[config.mk]
export PLATFORM = sky130hd
export DESIGN_NAME = pls_stack
export DESIGN_NICKNAME = d
export VERILOG_FILES = /design/src/pkg/pls_pkg.sv /design/src/verilog/pls_level.sv /design/src/verilog/pls_stack.sv
export VERILOG_INCLUDE_DIRS = /design/src /design/src/pkg
export SDC_FILE = /design/constraint.sdc
export NUM_CORES = 1
export LEC_CHECK = 0
export BUFFER_PORTS_ARGS = -buffer_cell sky130_fd_sc_hd__buf_2
export CAP_MARGIN = 10
export CORE_MARGIN = 2
export CORE_UTILIZATION = 40
export CTS_CLUSTER_DIAMETER = 80
export DETAILED_ROUTE_END_ITERATION = 10
export PLACE_DENSITY = 0.61
export SYNTH_ARGS = -nofsm -noshare
export SYNTH_HDL_FRONTEND = slang
export SYNTH_SLANG_ARGS = --single-unit
export TNS_END_PERCENT = 5
[constraint.sdc]
create_clock -name core_clk -period 4.65 [get_ports core_clk]
set_input_delay 0.465 -clock core_clk [delete_from_list [all_inputs] [get_ports core_clk]]
set_output_delay 0.465 -clock core_clk [all_outputs]
set_load 0.02 [all_outputs]
[src/pkg/pls_defines.svh]
`ifndef PLS_DEFINES_SVH
`define PLS_DEFINES_SVH
// reference build depth and data width
`define PLS_DEPTH 32
`define PLS_DATA_W 32
// level counter reset value
`define PLS_LEVEL_RST 0
// pop control bit encodings
`define PLS_POP_KEEP 1'b0
`define PLS_POP_TAKE 1'b1
`endif

[src/pkg/pls_pkg.sv]
package pls_pkg;
  // one stack operand request from the pipeline
  typedef struct packed {
    logic sel;   // operand selects this stack
    logic pop;   // pop control bit
  } pls_opnd_t;
  // error pulses toward the local register set
  typedef struct packed {
    logic push_err;
    logic pop_err;
  } pls_err_t;
endpackage : pls_pkg

[src/verilog/pls_level.sv]
`timescale 1ns/1ps
`include "pls_defines.svh"
// level counter with full/empty decode and protections
module pls_level
  import pls_pkg::*;
#(
  parameter int ADDR_W = 5,
  parameter bit PROT_POP = 1'b1,
  parameter bit PROT_PUSH = 1'b1
)
(
  input wire logic core_clk,
  input wire logic rstn,
  input wire logic push,
  input wire logic pop,
  output logic full,
  output logic empty,
  output logic [ADDR_W:0] level,
  output logic [ADDR_W-1:0] wr_addr,
  output logic wr_en,
  output pls_err_t err
);
  logic [ADDR_W:0] next_level; // next level value
  logic pop_eff; // pop that may move the pointer
  logic push_eff; // push that may move the pointer

  // full from msb, empty from all zero
  assign full = level[ADDR_W];
  assign empty = (level == '0);

  // next level and write decisions
  always_comb
  begin
    err.pop_err = pop & empty;
    err.push_err = push & full & ~pop;
    pop_eff = pop & ~(PROT_POP & empty);
    push_eff = push & ~(PROT_PUSH & err.push_err);
    next_level = level;
    if (pop_eff && push_eff)
    begin
      next_level = level;
    end
    else if (pop_eff)
    begin
      next_level = level - 1'b1;
    end
    else if (push_eff)
    begin
      next_level = level + 1'b1;
    end
    // pop&push on empty with protection acts as push
    if (pop && push_eff && empty && PROT_POP)
    begin
      next_level = level + 1'b1;
    end
    wr_en = push_eff;
    // write lands at low bits of the post-push level
    if (pop_eff)
    begin
      wr_addr = level[ADDR_W-1:0];
    end
    else
    begin
      wr_addr = next_level[ADDR_W-1:0];
    end
  end

  // level register, the only pointer
  always_ff @(posedge core_clk)
  begin
    if (!rstn)
    begin
      level <= (ADDR_W+1)'(`PLS_LEVEL_RST);
    end
    else
    begin
      level <= next_level;
    end
  end
endmodule : pls_level

[src/verilog/pls_stack.sv]
`timescale 1ns/1ps
`include "pls_defines.svh"
module pls_stack
  import pls_pkg::*;
#(
  parameter int DEPTH = `PLS_DEPTH, // power of two
  parameter int DATA_W = `PLS_DATA_W,
  parameter bit PROT_POP = 1'b1,
  parameter bit PROT_PUSH = 1'b1,
  parameter int ADDR_W = $clog2(DEPTH)
)
(
  input wire logic core_clk,
  input wire logic rstn,
  input wire pls_opnd_t src_a, // first source operand
  input wire pls_opnd_t src_b, // second source operand
  input wire pls_opnd_t dst, // destination operand
  input wire logic [DATA_W-1:0] wr_data, // result to store
  output logic [DATA_W-1:0] top_data, // registered top entry
  output logic full,
  output logic empty,
  output logic [ADDR_W:0] level,
  output pls_err_t err // to local register set
);
  logic [DATA_W-1:0] mem [DEPTH]; // stack storage
  logic pop; // combined pop request
  logic push; // write request
  logic wr_en; // memory write strobe
  logic [ADDR_W-1:0] wr_addr; // memory write location
  logic [ADDR_W:0] next_level; // level after a pop, or the current level when wr_en writes
  logic [DATA_W-1:0] next_top; // next shown top value

  // decode operand sel and pop bits into push and pop
  always_comb
  begin
    push = dst.sel; // write: bit 1 push, bits 1 and 0 pop&push
    pop = (src_a.sel & src_a.pop) | (src_b.sel & src_b.pop)
      | (dst.sel & dst.pop); // single ORed pop
  end

  // pointer, decode and protection
  pls_level #(
    .ADDR_W(ADDR_W),
    .PROT_POP(PROT_POP),
    .PROT_PUSH(PROT_PUSH)
  ) u_level (
    .core_clk(core_clk),
    .rstn(rstn),
    .push(push),
    .pop(pop),
    .full(full),
    .empty(empty),
    .level(level),
    .wr_addr(wr_addr),
    .wr_en(wr_en),
    .err(err)
  );

  // top value after this cycle: written data wins, else stored top
  always_comb
  begin
    next_level = level;
    if (wr_en)
    begin
      next_top = wr_data;
    end
    else
    begin
      next_level = level - {{ADDR_W{1'b0}}, (pop & ~empty)};
      // after emptying this is stale location 0 data
      next_top = mem[next_level[ADDR_W-1:0]];
    end
  end

  // memory write and top register
  always_ff @(posedge core_clk)
  begin
    if (wr_en)
    begin
      mem[wr_addr] <= wr_data;
    end
    if (!rstn)
    begin
      top_data <= '0;
    end
    else
    begin
      top_data <= next_top;
    end
  end
endmodule : pls_stack
# == After elaboration in Yosys (flattened, before gate mapping) ==
# Memories as Yosys holds them, arrays and structs flattened.
# Index checks and enable logic that the tools add are counted.
# op_classes
add_sub_neg,3
eq_ne,1
muxes,8
n_bitwise,13
reduce_logical,6
# ops
op,count
32-bit 2-to-1 mux,1
6-bit 2-to-1 mux,4
1-bit AND,8
"6-bit by 1-bit adder with 6-bit output, second input constant",1
6-bit zero test,1
"6-bit by 1-bit subtractor with 6-bit output, second input constant",1
5-bit 2-to-1 mux,1
5-bit by 1-bit subtractor with 5-bit output,1
1-bit logical AND,3
1-bit inverter,3
3-bit nonzero test,1
1-bit 2-to-1 mux,2
"2-bit inequality test, second input constant",1
1-bit bitwise OR,2
2-bit AND reduction,1
# totals
register_bits,38
ram_bits,1024
inputBits,40
word_cells,35
n_memories,1
# mem_list
memory,depth,width,rd,rd_clocked_by_memory_dff,wr,line,rtl
mem,32,32,1,0,1,pls_stack.sv:25,logic [DATA_W-1:0] mem [DEPTH];

# == Depth between registers and ports, before layout ==
# Gate-level depths: netlist of run 1.
# depth
word_depth,12
depth_mapped,15
mapped_depth_nobuf,12

# == Modules after synthesis ==
# Synthesis of run 1 repeated with hierarchy kept, for this count alone.
# unflattened
hier_cells,1891
area_unflattened_um2,41084.4
# by_module_without_submodules
module,n_inst,cells_each,area_per_inst_um2,seq_area_each_um2
pls_stack,1,1810,40451.3,31390.1
pls_level,1,81,633.1,120.1

# == Worst setup path after synthesis of run 1 ==
# Ideal clock, no wire load.
# synth_path
kind,register -> register
start,register u_level.level[1]
end,memory mem[8][0] (netlist bit) (enable)
setup_time_ps,421
arrival_time_ps,3388
setup_slack_ps,841
path_stages_with_launch,10
n_path_buf,2
path_cell_list,dfxtp_1 > buf_2 > inv_1 > ha_1 > nor4b_2 > buf_2 > o211ai_1 > xor2_1 > nand3_1 > nor2_1
# synth_between
elab_chain_cells,7
word_cells_on_any_way,12
# synth_rtl
item,line,rtl
start: declaration,pls_level.sv:18,"output logic [ADDR_W:0] level,"
start signal: assignment,pls_level.sv:73,level <= (ADDR_W+1)'(`PLS_LEVEL_RST);
start signal: assignment,pls_level.sv:77,level <= next_level;
"parallel branches: the longest is 6 deep, another holds 6-bit by 1-bit adder with 6-bit output",n/a,
5-bit 2-to-1 mux *,pls_level.sv:58,if (pop_eff)
end: declaration,pls_stack.sv:25,
# Mark *: on every way between the ends. The select of a mux whose other input is x is not followed.

# == Final worst setup path of run 1 ==
# layout_path
start,register u_level.level[1]
end,register top_data[14]
# layout_between
elab_chain_cells,6
# layout_rtl
item,line,rtl
6-bit zero test,pls_level.sv:29,assign empty = (level == '0);
1-bit inverter,pls_stack.sv:69,"next_level = level - {{ADDR_W{1'b0}}, (pop & ~empty)};"
1-bit AND,pls_stack.sv:69,
5-bit by 1-bit subtractor with 5-bit output *,pls_stack.sv:69,
memory 32 x 32 bit *,n/a,
32-bit 2-to-1 mux *,pls_stack.sv:63,if (wr_en)
end signal: assignment,pls_stack.sv:88,top_data <= next_top;
end: declaration,pls_stack.sv:19,"output logic [DATA_W-1:0] top_data,"
# Mark *: on every way between the ends. The rest lies on a longest branch, timed or not.
# A chain may end at the register's enable or synchronous reset.

==> flow_summary_export.csv, run 1 <==
group,metric,value,unit
status,status,"finished, final reports clean",
sta,finalClockSkew,0.02754,ns
sta,worstMarginPinSlew,1.087,ns
sta,fmaxAchievable,0.2498,GHz
critical_path,critPathKind,"reg2reg",
critical_path,reg2regPathDepth,12,
flow_run,maxCapViolCount,0,
global_route,use_met3,2.884,%
synthesis,synth_fa_ha_area_share,0.1526,%
routing,drcViolationCount,0,
cts,clk_latency,0.67,ns
cts,cts_buffers,104,
placed_design,portBuffers,81,
placed_design,dpl-instance-area,0.04406,mm2
sta,post-route-min-period,4.004,ns
final_layout,drive_gt1_share,35.35,%
sta,grt_setup_unrepaired,"false",
final_layout,multi_input_area,0.009258,mm2
routing,antenna_left,0,
synthesis,synth_xor_area_share,0.2533,%
synthesis,synth_nets,1867,
cts,hold_buffers,0,
floorplanning,dieWidth,324.1,um
power_and_ir_drop,peakVddDrop,570.0,uV
sta,whs,0.1669,ns
sta,maxSlewViolCount,0,
synthesis,synth.most_common_cell,"edfxtp_1",
power_and_ir_drop,p_per_area,737.0,mW/mm2
routing,vias_per_cell,5.668,
sta,setup_viol,0,
cts,cts_setup_buffers,0,
critical_path,endpoint_kind,"flop",
synthesis,post-synth-top-area-cell,"edfxtp_1",
power_and_ir_drop,p_leak,14.89,nW
final_layout,fillers,8323,
synthesis,synth_area,0.04099,mm2
sta,hold_viol_final,0,
global_route,grt_antenna_before_repair,8,
placed_design,dp_hpwl,52.51,mm
synthesis,synth-simple-area-share,1.145,%
synthesis,synthMuxAreaShare,17.46,%
global_route,grt_use_met1,26.24,%
worst_hold_path,hp-class,"in2reg",
cts,cts_resized,0,
critical_path,critPathArrivalTime,4.50,ns
global_route,use_met2,33.14,%
global_route,grt_pass1_vias,20050,
cts,htree_levels,3,
synthesis,synth_edf_count,1024,
critical_path,crit_path_max_fanout,34,
global_route,grt_max_degree,78,
final_layout,nets,2038,
routing,drt_iter0_drc,2173,
global_route,top_usage_layer,"met2",
cts,max-clock-path-buffers,3,
sta,min_period_over_period,86.10,%
synthesis,ys.flop_type,"edfxtp_1",
critical_path,reg2reg_from,"u_level.level[1]$_SDFF_PN0_",
routing,first_pass_iters,5,
synthesis,synthTopCellsByCount,"edfxtp_1, mux4_2, mux2_2",
critical_path,start_kind,"flop",
synthesis,synth-compound-area-share,2.811,%
worst_hold_path,min_to,"u_level.level[1]$_SDFF_PN0_",
routing,drt_wl_total,101.5,mm
final_layout,fin_area,0.04741,mm2
cts,clkSlewWorstSetupHoldPaths,0.06,ns
synthesis,yosysWarnings,0,
synthesis,synth-seq-area-share,76.86,%
floorplanning,core,0.1017,mm2
placed_design,gp_congestion,0.7731,
floorplanning,die_h,324.1,um
cts,cts_tree,"done",
synthesis,synth.distinct_cells,64,
synthesis,synth-async-reset-ratio,0,%
synthesis,syn_area_per_cell,22.50,um2
routing,routedWlPerCell,29.42,um
cts,cts.sinks,1062,
sta,maxSlewHeadroom,27.52,%
floorplanning,ioPinCount,82,
synthesis,synth_top_cell_area_share,75.01,%
synthesis,syn_inst,1822,
final_layout,seq_area,0.03151,mm2
critical_path,cp.required,5.15,ns
floorplanning,num_rows,117,
synthesis,synth_top_family_by_area,"multiplexers",
floorplanning,die_area,0.1051,mm2
sta,fin_setup_tns,0,ns
routing,vias,19540,
critical_path,r2r_slack,0.65,ns
global_route,grt_overflow,0,
global_route,grt_pass1_wl,144.5,mm
critical_path,reg2reg_to,"top_data[14]$_SDFF_PN0_",
synthesis,ys_ff_latch,1062,
final_layout,postLayoutCoreUtil,46.60,%
worst_hold_path,whs_path_depth,3,
global_route,gr-usage-all-layers,19.57,%
cts,root_buffer,"clkbuf_16",
synthesis,synthTopCellsByArea,"edfxtp_1, mux4_2, mux2_2",
worst_hold_path,min_from,"dst[1]",
floorplanning,start_util,40.29,%
final_layout,syn2layout_area_growth,15.65,%
## sequential cells by signal (all words and copies together), names as in the netlist
signal / count
u_level.level: 6
mem: 1024
top_data: 32
## area by class of cell
class / instances / area share, %
Antenna cell: 1 / 0.005278
Sequential cell: 1062 / 66.46
Multi-Input combinational cell: 649 / 19.53
Clock inverter: 57 / 1.066
Clock buffer: 135 / 5.994
Timing Repair Buffer: 169 / 3.278
Tap cell: 1368 / 3.610
Inverter: 7 / 0.05542
## report_power, final
part,internal (mW),total (mW),switching (mW)
sequential,11.2,11.5,0.267
combinational,7.69,15.3,7.57
clock,4.74,8.22,3.48
total,23.6,34.9,11.3
## layout by cell type (no fill, tap or decap), drive strengths merged, types with 4 or more instances in the layout
cell type	count
xor2	7
nor2	40
mux2i	12
o211ai	4
clkbuf	135
bufinv	8
a21oi	4
xnor2	4
and2	5
nor2b	4
a222oi	6
a31oi	29
clkinvlp	6
o21ai	31
mux2	113
dfxtp	38
nand3	11
inv	7
a22oi	55
buf	169
nand2	13
mux4	256
ha	5
edfxtp	1024
clkinv	43
## critical path: stages (launching register included)
cell and delay (ns):
dfxtp_1 0.42, inv_1 0.25, ha_1 0.20, nor4b_2 0.27
a21o_1 0.28, inv_1 0.11, ha_4 0.48, buf_12 0.33
buf_4 0.30, mux4_2 0.52, mux2_2 0.27, a22oi_1 0.24
a31oi_1 0.12
## cells by family (layout without fill, tap and decap cells)
family,Yosys count,count (layout)
flip-flops,1062,1062
multiplexers,381,381
AO/OA/AOI/OAI,160,160
buffers and inverters,111,368
AND/OR/NAND/NOR,92,92
XOR/XNOR,11,11
adder cells (fa/ha/maj),5,5
other,0,1
## per-stage QoR
stage	cells	total power, mW	setup slack (ns)
after global routing	3447	36.55	0.3417
after CTS	3447	35.37	0.6288
after floorplan	1822	22.58	0.8408
after detailed placement	3255	27.13	0.6684
after global placement	3255	27.01	0.8148
final	3448	34.94	0.6465
## per-layer routing
layer,up-vias,part of all wire (%)
met3,168,6.0
li1,8114,-
met2,688,50
met1,10560,41
met5,-,0.051
met4,8,2.8
## worst max path at each step
stage | startpoint | endpoint | slack [ns] | depth (start not counted)
2_1_floorplan | u_level.level[1]$_SDFF_PN0_ | mem[8][0]$_DFFE_PP_ | 0.84 | 9
3_3_place_gp | u_level.level[1]$_SDFF_PN0_ | top_data[14]$_SDFF_PN0_ | 0.81 | 12
3_5_place_dp | u_level.level[1]$_SDFF_PN0_ | top_data[14]$_SDFF_PN0_ | 0.67 | 12
4_1_cts | u_level.level[1]$_SDFF_PN0_ | top_data[14]$_SDFF_PN0_ | 0.63 | 12
5_1_grt | u_level.level[1]$_SDFF_PN0_ | top_data[14]$_SDFF_PN0_ | 0.34 | 12
6_report | u_level.level[1]$_SDFF_PN0_ | top_data[14]$_SDFF_PN0_ | 0.65 | 12
Note: power is estimated with default switching activity, not from simulation.
==> run 2, diff against run 1 <==
--- a/config.mk
+++ b/config.mk
@@ -10,2 +10,4 @@
 export CAP_MARGIN = 10
+export CELL_PAD_IN_SITES_DETAIL_PLACEMENT = 1
+export CELL_PAD_IN_SITES_GLOBAL_PLACEMENT = 2
 export CORE_MARGIN = 2
@@ -14,3 +16,3 @@
 export DETAILED_ROUTE_END_ITERATION = 10
-export PLACE_DENSITY = 0.61
+export PLACE_DENSITY = 0.71
 export SYNTH_ARGS = -nofsm -noshare
--- a/constraint.sdc
+++ b/constraint.sdc
@@ -3,2 +3,2 @@
 set_output_delay 0.465 -clock core_clk [all_outputs]
-set_load 0.02 [all_outputs]
+set_load 0.005 [all_outputs]
==> flow_summary_export.csv, run 2 (synthesis results as in run 1) <==
group,metric,value,unit
sta,worst_slack,0.6099,ns
cts,htree_levels,3,
cts,root_buffer,"clkbuf_16",
critical_path,reg2regPathDepth,13,
worst_hold_path,whs_path_depth,3,
power_and_ir_drop,p_leak,15.03,nW
floorplanning,start_util,40.29,%
critical_path,crit_buf_inv,4,
critical_path,crit_path_max_fanout,12,
critical_path,reg2reg_from,"u_level.level[0]$_SDFF_PN0_",
cts,cts_tree,"done",
power_and_ir_drop,power,35.21,mW
final_layout,largest_reg_flops,1024,
sta,fin_setup_tns,0,ns
floorplanning,dieWidth,324.1,um
cts,hold_buffers,0,
final_layout,drive_gt1_share,35.79,%
critical_path,cp.depth,13,
floorplanning,die_area,0.1051,mm2
global_route,grt_pass1_wl,154.7,mm
cts,clkSlewWorstSetupHoldPaths,0.06,ns
routing,vias_per_cell,5.768,
floorplanning,die_h,324.1,um
placed_design,placedCellCount,3278,
cts,clk_latency,0.69,ns
placed_design,portBuffers,81,
critical_path,slowest_stage,"xor2_4",
final_layout,fin_area,0.04756,mm2
global_route,grt_overflow,0,
critical_path,endpoint_kind,"flop",
routing,drt_iter0_drc,2122,
routing,first_pass_iters,7,
sta,maxSlewViolCount,0,
global_route,grt_pass1_vias,21170,
sta,fmaxAchievable,0.2475,GHz
routing,vias,20090,
cts,max-clock-path-buffers,3,
final_layout,postLayoutCoreUtil,46.75,%
sta,maxSlewHeadroom,45.67,%
final_layout,syn2layout_area_growth,16.02,%
sta,finalClockSkew,0.02321,ns
routing,antenna_left,0,
placed_design,dp_slack,0.6407,ns
routing,drcViolationCount,0,
cts,cts_buffers,109,
placed_design,dpl-instance-area,0.04416,mm2
critical_path,reg2reg_to,"top_data[20]$_SDFF_PN0_",
global_route,gr-usage-all-layers,20.92,%
critical_path,crit_family,"buffers and inverters",
sta,post-route-min-period,4.040,ns
final_layout,top_regs,"mem x1024, top_data x32, u_level.level x6",
status,status,"finished, final reports clean",
sta,hold_viol_final,0,
floorplanning,num_rows,117,
global_route,grt_max_degree,73,
critical_path,r2r_slack,0.61,ns
sta,whs,0.1613,ns
cts,cts_setup_buffers,0,
cts,cts_resized,0,
critical_path,worstSetupEndpoint,"top_data[20]$_SDFF_PN0_",
critical_path,critPathKind,"reg2reg",
floorplanning,ioPinCount,82,
placed_design,dp_hpwl,59.78,mm
sta,setup_viol,0,
critical_path,start_kind,"flop",
critical_path,cpPeakStageDelay,0.66,ns
routing,routedWlPerCell,31.00,um
final_layout,final_cell_mix,"edfxtp_1, mux4_2, mux2_2, clkbuf_16, buf_2",
final_layout,nets,2066,
final_layout,fillers,9160,
critical_path,worstPathCellList,"inv_1 -> ha_1 -> nor4b_2 -> a21o_1 -> inv_1 -> ha_4 -> ha_4 -> xor2_4 -> buf_4 -> buf_4 -> mux2_2 -> a22oi_1 -> a31oi_1",
final_layout,stdcell_count,3484,
flow_run,maxCapViolCount,0,
routing,drt_wl_total,108.0,mm
sta,grt_setup_unrepaired,"false",
final_layout,final_common_cell,"edfxtp_1",
critical_path,critPathArrivalTime,4.55,ns
worst_hold_path,hp-class,"in2reg",
critical_path,cp.required,5.16,ns
power_and_ir_drop,peakVddDrop,559.9,uV
sta,min_period_over_period,86.88,%
critical_path,crit_start,"u_level.level[0]$_SDFF_PN0_",
placed_design,gp_congestion,0.7497,
cts,cts.sinks,1062,
global_route,grt_antenna_before_repair,7,
floorplanning,core,0.1017,mm2
final_layout,regMostFlops,"mem",
power_and_ir_drop,p_per_area,740.3,mW/mm2
sta,worstMarginPinSlew,0.8136,ns
[run 2: changes by cell type in the layout (fill, tap and decap cells not counted), moves of 3 or more]
| cell | change |
|---|---|
| buf_12 | -6 |
| buf_4 | +29 |
| bufinv_16 | -4 |
| clkbuf_1 | +14 |
| clkbuf_16 | +5 |
| clkinvlp_4 | -5 |
| inv_6 | +3 |
[run 2: per-layer routing]
| layer | routed length, um | vias up | part of all wire, % | track usage, % |
|---|---|---|---|---|
| li1 | - | 8164 | - | - |
| met1 | 43120 | 10970 | 40 | 27.69 |
| met2 | 54170 | 767 | 50 | 35.03 |
| met3 | 7315 | 186 | 6.8 | 3.808 |
| met4 | 3373 | 6 | 3.1 | 6.914 |
| met5 | 30 | - | 0.028 | 0 |
[run 2: tightest hold or removal path, delay by kind of cell]
family / cells / cell delay (ns)
buffers and inverters: 1 / 0.16
AOI/OAI and AO/OA: 1 / 0.12
and+or+nand+nor: 1 / 0.06
[run 2: worst min-delay path by stage]
stage	from	end	slack, ns
5_1_grt	dst[1]	u_level.level[1]$_SDFF_PN0_	0.18
2_1_floorplan	wr_data[0]	mem[0][0]$_DFFE_PP_	0.56
3_5_place_dp	u_level.level[5]$_SDFFE_PN0P_	u_level.level[1]$_SDFF_PN0_	0.71
3_3_place_gp	u_level.level[5]$_SDFFE_PN0P_	u_level.level[1]$_SDFF_PN0_	0.68
6_report	dst[1]	u_level.level[1]$_SDFF_PN0_	0.16
4_1_cts	dst[1]	u_level.level[1]$_SDFF_PN0_	0.12
[run 2: final cells by class]
class	instances	area, um2	share of cell area, %
inverter	7	26.28	0.05525
clock inverter	50	367.9	0.7734
timing repair buffer	192	1652	3.473
multi-input combinational	649	9258	19.46
clock buffer	155	3033	6.377
tap	1368	1712	3.599
antenna	1	2.502	0.005261
sequential	1062	31510	66.25
[run 2: power breakdown]
part           switching (mW)  internal (mW)  leakage [nW]
clock network            3.62           4.75          1.67
logic                    7.73           7.69          3.83
registers               0.213           11.2          9.54
